==> src/cis_pkg.sv <==
// Shared constants and carriers for the core pin-boundary sampling block.
package cis_pkg;
	// ------------------------------------------------------------
	// Transfer size codes
	// ------------------------------------------------------------
	localparam logic [1:0] SIZE_BYTE = 2'h0; // Eight-bit transfer.
	localparam logic [1:0] SIZE_HALF = 2'h1; // Sixteen-bit transfer.
	localparam logic [1:0] SIZE_WORD = 2'h2; // Thirty-two-bit transfer.
	localparam logic [1:0] SIZE_BAD  = 2'h3; // Not a legal size.

	// ------------------------------------------------------------
	// Next transfer type codes
	// ------------------------------------------------------------
	localparam logic [1:0] NEXT_TRANSFER_TYPE_IDLE = 2'h0; // Address-only or idle next.
	localparam logic [1:0] NEXT_TRANSFER_TYPE_COPR = 2'h1; // Coprocessor register next.
	localparam logic [1:0] NEXT_TRANSFER_TYPE_NSEQ = 2'h2; // New address next.
	localparam logic [1:0] NEXT_TRANSFER_TYPE_SEQ  = 2'h3; // Incremental address next.

	// ------------------------------------------------------------
	// Test-port instruction and chain codes (plain defaults)
	// ------------------------------------------------------------
	localparam logic [3:0] INSTR_EXTEST  = 4'h0; // Drives boundary cells.
	localparam logic [3:0] INSTR_SAMPLE  = 4'h3; // Samples boundary cells.
	localparam logic [3:0] INSTR_PRELOAD = 4'h4; // Loads boundary cells.
	localparam logic [3:0] INSTR_CLAMP   = 4'h5; // Optional clamp.
	localparam logic [3:0] INSTR_HIGHZ   = 4'h7; // Optional float.
	localparam logic [3:0] INSTR_CLAMPZ  = 4'h9; // Optional clamp and float.
	localparam logic [3:0] CHAIN_CORE_A  = 4'h1; // First internal chain.
	localparam logic [3:0] CHAIN_CORE_B  = 4'h2; // Second internal chain.

	// ------------------------------------------------------------
	// Sizes and reset values
	// ------------------------------------------------------------
	localparam int          SCAN_LEN_DEF = 8;     // Inserted scan path length.
	localparam int          DBG_SHIFT_W  = 8;     // Debug shift register width.
	localparam logic [31:0] ADDR_RST     = 32'h0; // Address after reset.
	localparam logic [31:0] DATA_RST     = 32'h0; // Data after reset.

	// ------------------------------------------------------------
	// Carriers
	// ------------------------------------------------------------
	typedef struct packed {
		logic [31:0] addr;  // Byte address.
		logic        write; // High for a write.
		logic [1:0]  size;  // Transfer size code.
		logic [1:0]  access_protection;  // Protection code.
		logic        lock;  // Locked access.
	} cis_addr_class_s;

	typedef struct packed {
		logic tms; // Debug mode select.
		logic tdi; // Debug serial data.
	} cis_debug_in_s;
endpackage

==> src/cis_core_if.sv <==
// Pin-boundary sampling and launch logic of the processor core.
`timescale 1ns/1ps
`default_nettype none
// How it works
// Scan select low normally, high shifts scan path.
// One serial scan input and output end path.
// Both clock enables sampled on every edge.
// Bus inputs need bus enable; debug needs tick.
// Rising master clock edge is only edge.
// Debug port runs on master clock only.
// Outside logic makes tick from free test clock.
// No boundary chain; clamp instructions optional.
// No boundary instructions on internal chains.
// Both interrupt requests sampled on rising edge.
// Asynchronous interrupt sources synchronised outside.
// Address-class outputs change right after edge.
// Outside latches may delay address-class changes.
// Address may advance while bus enable low.
// Memory keeps the address of current cycle.
// Tick enable gates the debug logic advance.
// Core reset active low, asserts asynchronously.
// Size codes byte, half, word; three illegal.
module cis_core_if #(
	parameter int         SCAN_LEN     = cis_pkg::SCAN_LEN_DEF,
	parameter int         DBG_W        = cis_pkg::DBG_SHIFT_W,
	parameter logic       CLAMP_SUPPORT = 1'b0
) (
	input  wire logic                     i_clk,
	input  wire logic                     i_sys_rst,
	input  wire logic                     i_core_reset_n,
	input  wire logic                     i_scan_shift_select,
	input  wire logic                     i_scan_serial_in,
	output logic                          o_scan_serial_out,
	input  wire logic                     i_bus_cycle_enable,
	input  wire logic                     i_debug_tick_enable,
	input  wire logic                     i_abort,
	input  wire logic [31:0]              i_rdata,
	input  wire cis_pkg::cis_debug_in_s   i_debug_in,
	input  wire logic                     i_debug_instr_valid,
	input  wire logic [3:0]               i_debug_instr,
	input  wire logic [3:0]               i_debug_chain,
	input  wire logic                     i_normal_interrupt_request_n,
	input  wire logic                     i_fast_interrupt_request_n,
	input  wire cis_pkg::cis_addr_class_s i_core_addr_class,
	input  wire logic [1:0]               i_core_next_transfer_type,
	input  wire logic [31:0]              i_core_wdata,
	output cis_pkg::cis_addr_class_s      o_addr_class,
	output logic [1:0]                    o_next_transfer_type,
	output logic [31:0]                   o_wdata,
	output logic                          o_size_error,
	output logic                          o_core_abort,
	output logic [31:0]                   o_core_rdata,
	output logic                          o_core_irq,
	output logic                          o_core_fiq,
	output logic                          o_bus_enable_seen,
	output logic                          o_debug_tick_seen,
	output cis_pkg::cis_debug_in_s        o_debug_sampled,
	output logic                          o_debug_serial_out,
	output logic                          o_instr_refused,
	output logic                          o_clamp_active
);
	// ------------------------------------------------------------
	// Declarations
	// ------------------------------------------------------------
	logic [SCAN_LEN-1:0] scan_q;     // Inserted scan path cells.
	logic [DBG_W-1:0]    dbg_sh_q;   // Debug serial shift register.
	logic                refuse_d;   // Instruction refusal decision.
	logic                clamp_d;    // Clamp request decision.
	logic                boundary;   // Instruction needs boundary cells.
	logic                optional;   // Instruction is a clamp kind.
	logic                core_chain; // Internal chain is selected.
	logic [1:0]          size_safe;  // Size code after legal check.

	// ------------------------------------------------------------
	// Scan path
	// ------------------------------------------------------------
	// The cells shift only while test shifting is selected; in
	// functional use the select is low and the path holds still.
	always_ff @(posedge i_clk) begin
		if (i_sys_rst) begin
			scan_q <= '0;
		end else if (i_scan_shift_select) begin
			scan_q <= {scan_q[SCAN_LEN-2:0], i_scan_serial_in};
		end
	end

	// The far end of the path is a flop, so the output is clean.
	always_ff @(posedge i_clk) begin
		if (i_sys_rst) begin
			o_scan_serial_out <= 1'b0;
		end else begin
			o_scan_serial_out <= scan_q[SCAN_LEN-1];
		end
	end

	// ------------------------------------------------------------
	// Clock enable sampling
	// ------------------------------------------------------------
	// Both qualifiers are taken on every edge whatever their value.
	always_ff @(posedge i_clk) begin
		if (i_sys_rst) begin
			o_bus_enable_seen <= 1'b0;
			o_debug_tick_seen <= 1'b0;
		end else begin
			o_bus_enable_seen <= i_bus_cycle_enable;
			o_debug_tick_seen <= i_debug_tick_enable;
		end
	end

	// ------------------------------------------------------------
	// Bus input capture
	// ------------------------------------------------------------
	// Abort and read data are only valid on enabled edges; holding
	// them otherwise hides wait-state garbage from the core.
	always_ff @(posedge i_clk or negedge i_core_reset_n) begin
		if (!i_core_reset_n) begin
			o_core_abort <= 1'b0;
			o_core_rdata <= cis_pkg::DATA_RST;
		end else if (i_sys_rst) begin
			o_core_abort <= 1'b0;
			o_core_rdata <= cis_pkg::DATA_RST;
		end else if (i_bus_cycle_enable) begin
			o_core_abort <= i_abort;
			o_core_rdata <= i_rdata;
		end
	end

	// ------------------------------------------------------------
	// Interrupt sampling
	// ------------------------------------------------------------
	// The request pins are synchronous, so one flop suffices; an
	// asynchronous source must be synchronised outside.
	always_ff @(posedge i_clk or negedge i_core_reset_n) begin
		if (!i_core_reset_n) begin
			o_core_irq <= 1'b0;
			o_core_fiq <= 1'b0;
		end else if (i_sys_rst) begin
			o_core_irq <= 1'b0;
			o_core_fiq <= 1'b0;
		end else begin
			o_core_irq <= !i_normal_interrupt_request_n;
			o_core_fiq <= !i_fast_interrupt_request_n;
		end
	end

	// ------------------------------------------------------------
	// Address-class launch
	// ------------------------------------------------------------
	// An illegal size becomes a word so the pins never show it.
	always_comb begin
		if (i_core_addr_class.size == cis_pkg::SIZE_BAD) begin
			size_safe = cis_pkg::SIZE_WORD;
		end else begin
			size_safe = i_core_addr_class.size;
		end
	end

	// These outputs move on every edge, not just enabled ones; the
	// memory side must keep its own copy of the current address.
	always_ff @(posedge i_clk or negedge i_core_reset_n) begin
		if (!i_core_reset_n) begin
			o_addr_class <= '0;
			o_size_error <= 1'b0;
		end else if (i_sys_rst) begin
			o_addr_class <= '0;
			o_size_error <= 1'b0;
		end else begin
			o_addr_class       <= i_core_addr_class;
			o_addr_class.size  <= size_safe;
			o_size_error       <= (i_core_addr_class.size == cis_pkg::SIZE_BAD);
		end
	end

	// Transfer type and write data follow the bus enable.
	always_ff @(posedge i_clk or negedge i_core_reset_n) begin
		if (!i_core_reset_n) begin
			o_next_transfer_type <= cis_pkg::NEXT_TRANSFER_TYPE_IDLE;
			o_wdata              <= cis_pkg::DATA_RST;
		end else if (i_sys_rst) begin
			o_next_transfer_type <= cis_pkg::NEXT_TRANSFER_TYPE_IDLE;
			o_wdata              <= cis_pkg::DATA_RST;
		end else if (i_bus_cycle_enable) begin
			o_next_transfer_type <= i_core_next_transfer_type;
			o_wdata              <= i_core_wdata;
		end
	end

	// ------------------------------------------------------------
	// Debug port
	// ------------------------------------------------------------
	// Everything here runs on the master clock gated by the tick;
	// a free-running test clock must be turned into ticks outside.
	always_ff @(posedge i_clk) begin
		if (i_sys_rst) begin
			o_debug_sampled <= '0;
			dbg_sh_q        <= '0;
		end else if (i_debug_tick_enable) begin
			o_debug_sampled <= i_debug_in;
			dbg_sh_q        <= {i_debug_in.tdi, dbg_sh_q[DBG_W-1:1]};
		end
	end

	// The serial output is the low cell, refreshed only on ticks.
	always_ff @(posedge i_clk) begin
		if (i_sys_rst) begin
			o_debug_serial_out <= 1'b0;
		end else if (i_debug_tick_enable) begin
			o_debug_serial_out <= dbg_sh_q[0];
		end
	end

	// ------------------------------------------------------------
	// Test-port instruction screening
	// ------------------------------------------------------------
	// There are no boundary cells, so boundary instructions only
	// make sense on chains that an integrator has added.
	always_comb begin
		boundary   = (i_debug_instr == cis_pkg::INSTR_EXTEST)
			|| (i_debug_instr == cis_pkg::INSTR_SAMPLE)
			|| (i_debug_instr == cis_pkg::INSTR_PRELOAD);
		optional   = (i_debug_instr == cis_pkg::INSTR_CLAMP)
			|| (i_debug_instr == cis_pkg::INSTR_HIGHZ)
			|| (i_debug_instr == cis_pkg::INSTR_CLAMPZ);
		core_chain = (i_debug_chain == cis_pkg::CHAIN_CORE_A)
			|| (i_debug_chain == cis_pkg::CHAIN_CORE_B);
		refuse_d   = (boundary && core_chain)
			|| (optional && !CLAMP_SUPPORT);
		clamp_d    = optional && CLAMP_SUPPORT;
	end

	// The verdict is taken on a tick with a valid instruction and
	// stands until the next such instruction.
	always_ff @(posedge i_clk) begin
		if (i_sys_rst) begin
			o_instr_refused <= 1'b0;
			o_clamp_active  <= 1'b0;
		end else if (i_debug_tick_enable && i_debug_instr_valid) begin
			o_instr_refused <= refuse_d;
			o_clamp_active  <= clamp_d;
		end
	end
endmodule
`default_nettype wire

==> config.mk <==
export PLATFORM = sky130hd
export DESIGN_NAME = cis_core_if
export DESIGN_NICKNAME = d
export VERILOG_FILES = /design/src/cis_pkg.sv /design/src/cis_core_if.sv
export SDC_FILE = /design/constraint.sdc
export NUM_CORES = 1
export LEC_CHECK = 0
export ABC_AREA = 1
export BUFFER_PORTS_ARGS = -buffer_cell sky130_fd_sc_hd__buf_2
export CORE_UTILIZATION = 51
export CTS_BUF_LIST = sky130_fd_sc_hd__clkbuf_2 sky130_fd_sc_hd__clkbuf_4 sky130_fd_sc_hd__clkbuf_8
export DETAILED_ROUTE_END_ITERATION = 6
export GPL_TIMING_DRIVEN = 1
export PLACE_DENSITY = 0.89
export SETUP_SLACK_MARGIN = 0.4
export SYNTH_ARGS = -nofsm -noshare
export SYNTH_HDL_FRONTEND = slang
export SYNTH_SLANG_ARGS = --single-unit
==> constraint.sdc <==
create_clock -name i_clk -period 1.35 [get_ports i_clk]
set_clock_uncertainty 0.2 [all_clocks]
set_input_delay 0.135 -clock i_clk [delete_from_list [all_inputs] [get_ports i_clk]]
set_output_delay 0.135 -clock i_clk [all_outputs]
set_load 0.005 [all_outputs]
# Word-level counts from Yosys, hierarchy flattened
# Index checks and enable logic that the tools add are counted.
# word_totals
reg_bits,131
latchBits,0
ram_bits,0
romBits,0
inputBits,125
out_inout_bits,116
wordCells,54
memories,0
# op_classes
n_addsub,0
multipliers,0
n_div,0
order_cmp,0
n_eq_ne,8
shift,0
n_mux,13
n_bitwise,0
n_reduce_logical,12
# op_table
op,n
2-to-1 mux 32 bit,4
2-to-1 mux 38 bit,1
== test 4 x 3 -> 1 bit (second input constant),3
== test 4 x 2 -> 1 bit (second input constant),2
logical OR 1 bit,6
2-to-1 mux 2 bit,3
2-to-1 mux 1 bit,5
== test 4 x 1 -> 1 bit (second input constant),1
== test 4 bit (second input constant),1
zero test 4 bit,1
== test 2 bit (second input constant),1
logical AND 1 bit,2
zero test 1 bit,2
nonzero test 2 bit,1

# Depth between registers and ports, before layout
# Gate-level depths: netlist of run 1.
# depth
ltp_word,5
mapped_depth,8
depth_no_buf,5

# Least setup slack after synthesis of run 1
# No wires, ideal clock.
# synth_path
path_type,input to register
start,in i_sys_rst
end,reg o_core_rdata[10]
setup_ns,0.116
t_arrival_ns,0.711
required_time_ns,1.034
setup_slack_ns,0.322
stages,8
path_buffers,3
cell_sequence,buf_6 inv_4 nand2_1 inv_2 buf_6 buf_6 nand2_1 nand2_1
# synth_via
elab_chain_len,1
word_cells_on_any_way,2
cone_classes,mux (1); reduce/logical (1)
# synth_rtl
item,line_no,text
"start, declared",cis_core_if.sv:29,"input wire logic i_sys_rst,"
2-to-1 mux 32 bit / nonzero test 2 bit (equally long branches),--,
"end signal, assigned",cis_core_if.sv:118,o_core_rdata <= cis_pkg::DATA_RST;
"end signal, assigned",cis_core_if.sv:121,o_core_rdata <= cis_pkg::DATA_RST;
"end signal, assigned",cis_core_if.sv:124,o_core_rdata <= i_rdata;
"end, declared",cis_core_if.sv:52,"output logic [31:0] o_core_rdata,"
# Several ways; a longest one is shown, not always the timed one.
# A chain may end at the register's enable or synchronous reset.

# Worst setup path in the final report of run 1
# layout_path
start,reg o_wdata[27]
end,out o_wdata[27]
# layout_rtl
item,line_no,text
"start, declared",cis_core_if.sv:49,"output logic [31:0] o_wdata,"
"start signal, assigned",cis_core_if.sv:178,o_wdata <= cis_pkg::DATA_RST;
"start signal, assigned",cis_core_if.sv:181,o_wdata <= cis_pkg::DATA_RST;
"start signal, assigned",cis_core_if.sv:184,o_wdata <= i_core_wdata;
# No word-level cell between the ends.

==> results of run 1 <==
## timing repair
| item | CTS | global route |
|---|---|---|
| gates resized for setup | 2 | 144 |
| endpoints found under the hold margin | 236 | 19 |
| endpoints found under the setup margin | 115 | 152 |
| gates cloned | 0 | 0 |
| pin swaps | 0 | 44 |
| buffers inserted | 34 | 34 |
## registers in the layout, summed over array words and instances, names as in the netlist, 2 cells and up
name                  count
o_next_transfer_type      2
o_addr_class             38
scan_q                    8
o_wdata                  32
dbg_sh_q                  7
o_debug_sampled           2
o_core_rdata             32
## area by class of cell
| type | count | area (um^2) | area share [%] |
|---|---|---|---|
| tap | 111 | 139 | 1.58 |
| clock buffer | 17 | 234 | 2.67 |
| multi-input combinational | 315 | 1660 | 18.9 |
| inverter | 51 | 194 | 2.21 |
| antenna | 4 | 10.0 | 0.114 |
| sequential | 130 | 3150 | 35.9 |
| timing repair buffer | 428 | 3230 | 36.8 |
| clock inverter | 15 | 156 | 1.78 |
## per-stage QoR
| stage | area [um^2] | TNS (ns) | worst slack, ns | instances | hold slack (ns) |
|---|---|---|---|---|---|
| 2_1_floorplan | 4830 | 0 | 0.346 | 528 | -0.361 |
| 3_3_place_gp | 6150 | 0 | 0.264 | 856 | -0.0516 |
| 3_5_place_dp | 6150 | 0 | 0.234 | 856 | -0.0552 |
| 4_1_cts | 7910 | 0 | 0.0405 | 1033 | -0.194 |
| 5_1_grt | 8760 | -1.15 | -0.131 | 1068 | -0.144 |
| 6_report | 8770 | -0.290 | -0.0562 | 1071 | -0.138 |
## where the power goes
| group | internal (mW) | total (mW) | switching, mW |
|---|---|---|---|
| sequential | 4.10 | 4.25 | 0.157 |
| combinational | 0.838 | 1.72 | 0.882 |
| clock | 1.66 | 3.53 | 1.87 |
| total | 6.59 | 9.50 | 2.91 |
## synth_stat cells
master and instances:
nor3_1 2, dfxtp_1 22, nand2_1 142, inv_2 1, buf_4 4, a21oi_1 4
nand3_1 69, inv_4 1, nor2_1 78, conb_1 1, inv_1 48, buf_2 13
buf_6 4, dfrtp_1 108, clkbuf_1 10, clkinv_1 1, o21ai_0 19, buf_1 1
## logic make-up after synthesis
family          Yosys count  share of synthesized area [%]
buf+inv                  83                           7.79
compound gates           23                           2.39
other cells               1                         0.0778
simple gates            291                           24.5
flops                   130                           65.2
## path summary, 6_finish.rpt
| check | from | end | cells after the start |
|---|---|---|---|
| min in group asynchronous | i_core_reset_n | o_wdata[2] | 3 |
| max | o_wdata[27] | o_wdata[27] | 1 |
| max in group asynchronous | i_core_reset_n | o_wdata[22] | 3 |
| min reg2reg | scan_q[7] | o_scan_serial_out | 2 |
| min | i_debug_instr_valid | o_instr_refused | 4 |
| max reg2reg | o_core_rdata[23] | o_core_rdata[23] | 4 |
## tightest hold or removal path: stages
cell and delay (ns):
buf_2 0.07, nand2_1 0.07, a21oi_1 0.12, a21oi_1 0.07
## metal layers
layer,share of wire [%],global-route usage [%]
met5,0,0
met4,12,25.6
met3,12,11.0
met2,46,67.2
met1,30,40.3
==> flow_summary.json, run 1 <==
{
  "outcome": "complete, but fails checks",
  "violations": "design-rule violations, negative hold slack, negative setup slack",
  "avgViaCountPerCell": 6.07,
  "gp_congestion": 0.768,
  "peakVddDrop_uv": 952,
  "worst_slack_ns": -0.0562,
  "synth_cell_types": 18,
  "dr.pass1.iters": 7,
  "cp_max_fo": 2,
  "rsz0062_at_grt": "yes",
  "area_growth_pct": 82.0,
  "period_share_pct": 104,
  "cts_hold_buf": 111,
  "yosys-top-cells-area": "dfrtp_1 (56%), nand2_1 (11%), dfxtp_1 (9.1%)",
  "syn_inst": 528,
  "syn_nets": 653,
  "ys_ff_latch": 130,
  "grt_max_degree": 58,
  "vias": 6498,
  "finalHoldViolCount": 11,
  "avgSynthCellArea_um2": 9.13,
  "drc": 3,
  "port_buffers": 239,
  "drive_gt1_share_pct": 44.7,
  "clk_latency_ns": 0.44,
  "layout.nets": 1068,
  "syn_area_um2": 4820,
  "yosys_warnings": 0,
  "seq_area_frac_synth_pct": 65.2,
  "hold_class": "in2reg",
  "clk_pin_slew_ns": 0.09,
  "grt_pass1_vias": 5842,
  "mostFrequentLayoutCells": "buf_2 (237), nand2_1 (120), dlygate4sd3_1 (111), dfrtp_1 (108), nor2_1 (77)",
  "cts-htree-levels": 4,
  "wl_um": 26500,
  "layout_commonest_cell": "buf_2",
  "cp.required_ns": 1.01,
  "max_stage_delay_ns": 0.46,
  "ant_nets": 0,
  "holdWs_ns": -0.138,
  "synth_top_area_cell": "dfrtp_1",
  "grt_usage_pct": 38.4,
  "drv_slew": 0,
  "path_cells": "buf_2",
  "grt_pass1_wl_um": 28700,
  "fp.dieW_um": 99.2,
  "ios": 241,
  "cts_root_buffer": "clkbuf_8",
  "initial_core_util_pct": 52.4,
  "cts_tree": "yes",
  "core_um2": 9200,
  "critPathKind": "reg2out",
  "min_period_ns": 1.41,
  "slowest_stage": "dfrtp_1",
  "setup_viol": 16,
  "final_util_pct": 95.3,
  "rrSetupSlack_ns": 0.16,
  "dieArea_um2": 9840,
  "hpwl_um": 8680,
  "rows": 35,
  "p_leak_nw": 4.86,
  "power_mw": 9.50,
  "powerDensity_nw_per_um2": 1080,
  "wl_per_cell_um": 24.8,
  "cts_inserted_buffers": 17,
  "antenna_found_initial": 4,
  "cts_buffer_depth": 2,
  "max_cap_viol_count": 0,
  "die_y_um": 99.2,
  "worstPathArrival_ns": 1.07,
  "synth_top_area_share_pct": 56.1,
  "n_fill_cell": 225,
  "endpoint_kind": "output port",
  "crit_family": "flip-flops",
  "max_freq_mhz": 711,
  "cts.sinks": 130,
  "cp_num_buf_inv": 1,
  "grt-ovfl-total": 0,
  "drt_iter0_drc": 707,
  "start_kind": "flop"
}
No activity file was read; power rests on OpenSTA's default activity.
==> run 2: changes to the inputs <==
CELL_PAD_IN_SITES_DETAIL_PLACEMENT = 2   (was not set)
CELL_PAD_IN_SITES_GLOBAL_PLACEMENT = 2   (was not set)
CORE_UTILIZATION = 28   (was 51)
PLACE_DENSITY = 0.88   (was 0.89)
==> flow_summary.json, run 2 (synthesis results as in run 1) <==
{
  "cts_tree": "yes",
  "wl_per_cell_um": 27.1,
  "period_share_pct": 105,
  "worst_slack_ns": -0.0612,
  "mostFrequentLayoutCells": "buf_2 (224), nand2_1 (117), dlygate4sd3_1 (111), dfrtp_1 (108), buf_6 (77)",
  "p_leak_nw": 4.90,
  "cts-htree-levels": 4,
  "die_y_um": 133,
  "core_um2": 16700,
  "hold_class": "in2reg",
  "max_stage_delay_ns": 0.45,
  "cp.required_ns": 1.01,
  "fp.dieW_um": 133,
  "drive_gt1_share_pct": 46.0,
  "antenna_found_initial": 2,
  "vias": 5708,
  "grt_pass1_wl_um": 39000,
  "drc": 0,
  "final_util_pct": 54.3,
  "cts_buffer_depth": 2,
  "cts_root_buffer": "clkbuf_8",
  "grt-ovfl-total": 0,
  "port_buffers": 239,
  "clk_latency_ns": 0.45,
  "finalHoldViolCount": 32,
  "violations": "negative hold slack, negative setup slack",
  "worstPathArrival_ns": 1.08,
  "layout_commonest_cell": "buf_2",
  "dieArea_um2": 17700,
  "drt_iter0_drc": 289,
  "wl_um": 31900,
  "rows": 47,
  "crit_family": "flip-flops",
  "cts_hold_buf": 111,
  "largest_reg_flops": 38,
  "area_growth_pct": 88.1,
  "ant_nets": 0,
  "cp_max_fo": 2,
  "endpoint_kind": "output port",
  "rsz0062_at_grt": "yes",
  "initial_core_util_pct": 28.9,
  "largest-register": "o_addr_class",
  "dr.pass1.iters": 4,
  "min_period_ns": 1.41,
  "holdWs_ns": -0.140,
  "layout.nets": 1071,
  "start_kind": "flop",
  "critPathKind": "reg2out",
  "peakVddDrop_uv": 711,
  "ios": 241,
  "powerDensity_nw_per_um2": 1090,
  "grt_usage_pct": 29.8,
  "largestRegisters": "o_addr_class x38, o_core_rdata x32, o_wdata x32",
  "cts_inserted_buffers": 17,
  "slowest_stage": "dfrtp_1",
  "hpwl_um": 12500,
  "timing.setup.tns_ns": -0.523,
  "cts.sinks": 130,
  "avgViaCountPerCell": 4.84,
  "setup_viol": 28,
  "clk_pin_slew_ns": 0.10,
  "gp_congestion": 0.734,
  "max_cap_viol_count": 0,
  "cp_num_buf_inv": 1,
  "drv_slew": 0,
  "path_cells": "buf_2",
  "grt_max_degree": 44,
  "outcome": "complete, but fails checks",
  "max_freq_mhz": 709,
  "grt_pass1_vias": 6454
}
## run 2: cell count changes in the layout (fill, tap and decap cells not counted), moves of 4 or more
cell,before,now
inv_6,4,0
o21ai_0,17,11
buf_2,237,224
buf_6,61,77
o21ai_1,1,5
## run 2: worst paths after layout
kind	depth (start not counted)	from	slack, ns	endpoint
worst min-delay path	4	i_debug_instr[3]	-0.14	o_instr_refused
worst min register to register	2	dbg_sh_q[4]	0.33	dbg_sh_q[3]
worst max register to register	4	o_core_rdata[30]	0.21	o_core_rdata[30]
min in group asynchronous	2	i_core_reset_n	-0.09	o_wdata[19]
worst max-delay path	1	o_wdata[22]	-0.06	o_wdata[22]
max in group asynchronous	3	i_core_reset_n	0.47	o_core_rdata[6]
## run 2: area by class of cell
cell class	count	area, um^2
diodes	2	5.00
clock buffers	21	283
clock inverters	9	131
fillers	1693	7640
inverters	51	194
multi-input cells	315	1710
flip-flops and latches	130	3150
well taps	220	275
repair buffers	431	3320
## run 2: repair_timing
action / in CTS / in global routing
endpoints found under the hold margin: 236 / 35
endpoints found under the setup margin: 116 / 163
pin swaps: 8 / 43
gates resized for setup: 32 / 152
setup buffers: 40 / 30
## run 2: metal layers
metal | vias to the layer above | wire length [um] | GRT usage (%)
met4 | 0 | 1880 | 12.2
met3 | 99 | 1890 | 8.11
met5 | - | 0 | 0
met2 | 280 | 17100 | 55.0
met1 | 2875 | 11100 | 31.8
li1 | 2454 | - | -
## run 2: metrics by stage
stage / total power, mW / area (um^2) / setup slack (ns) / instances
4_1_cts: 9.20 / 8220 / -0.0378 / 1147
3_5_place_dp: 5.23 / 6270 / 0.0782 / 966
5_1_grt: 10.1 / 9060 / -0.0796 / 1179
3_3_place_gp: 5.16 / 6270 / 0.131 / 966
2_1_floorplan: 4.61 / 4830 / 0.346 / 528
6_report: 9.90 / 9060 / -0.0612 / 1179
## run 2: power by group
group	total, mW	internal [mW]	switching (mW)
Combinational	1.79	0.869	0.924
Sequential	4.27	4.10	0.172
Clock	3.84	1.98	1.86
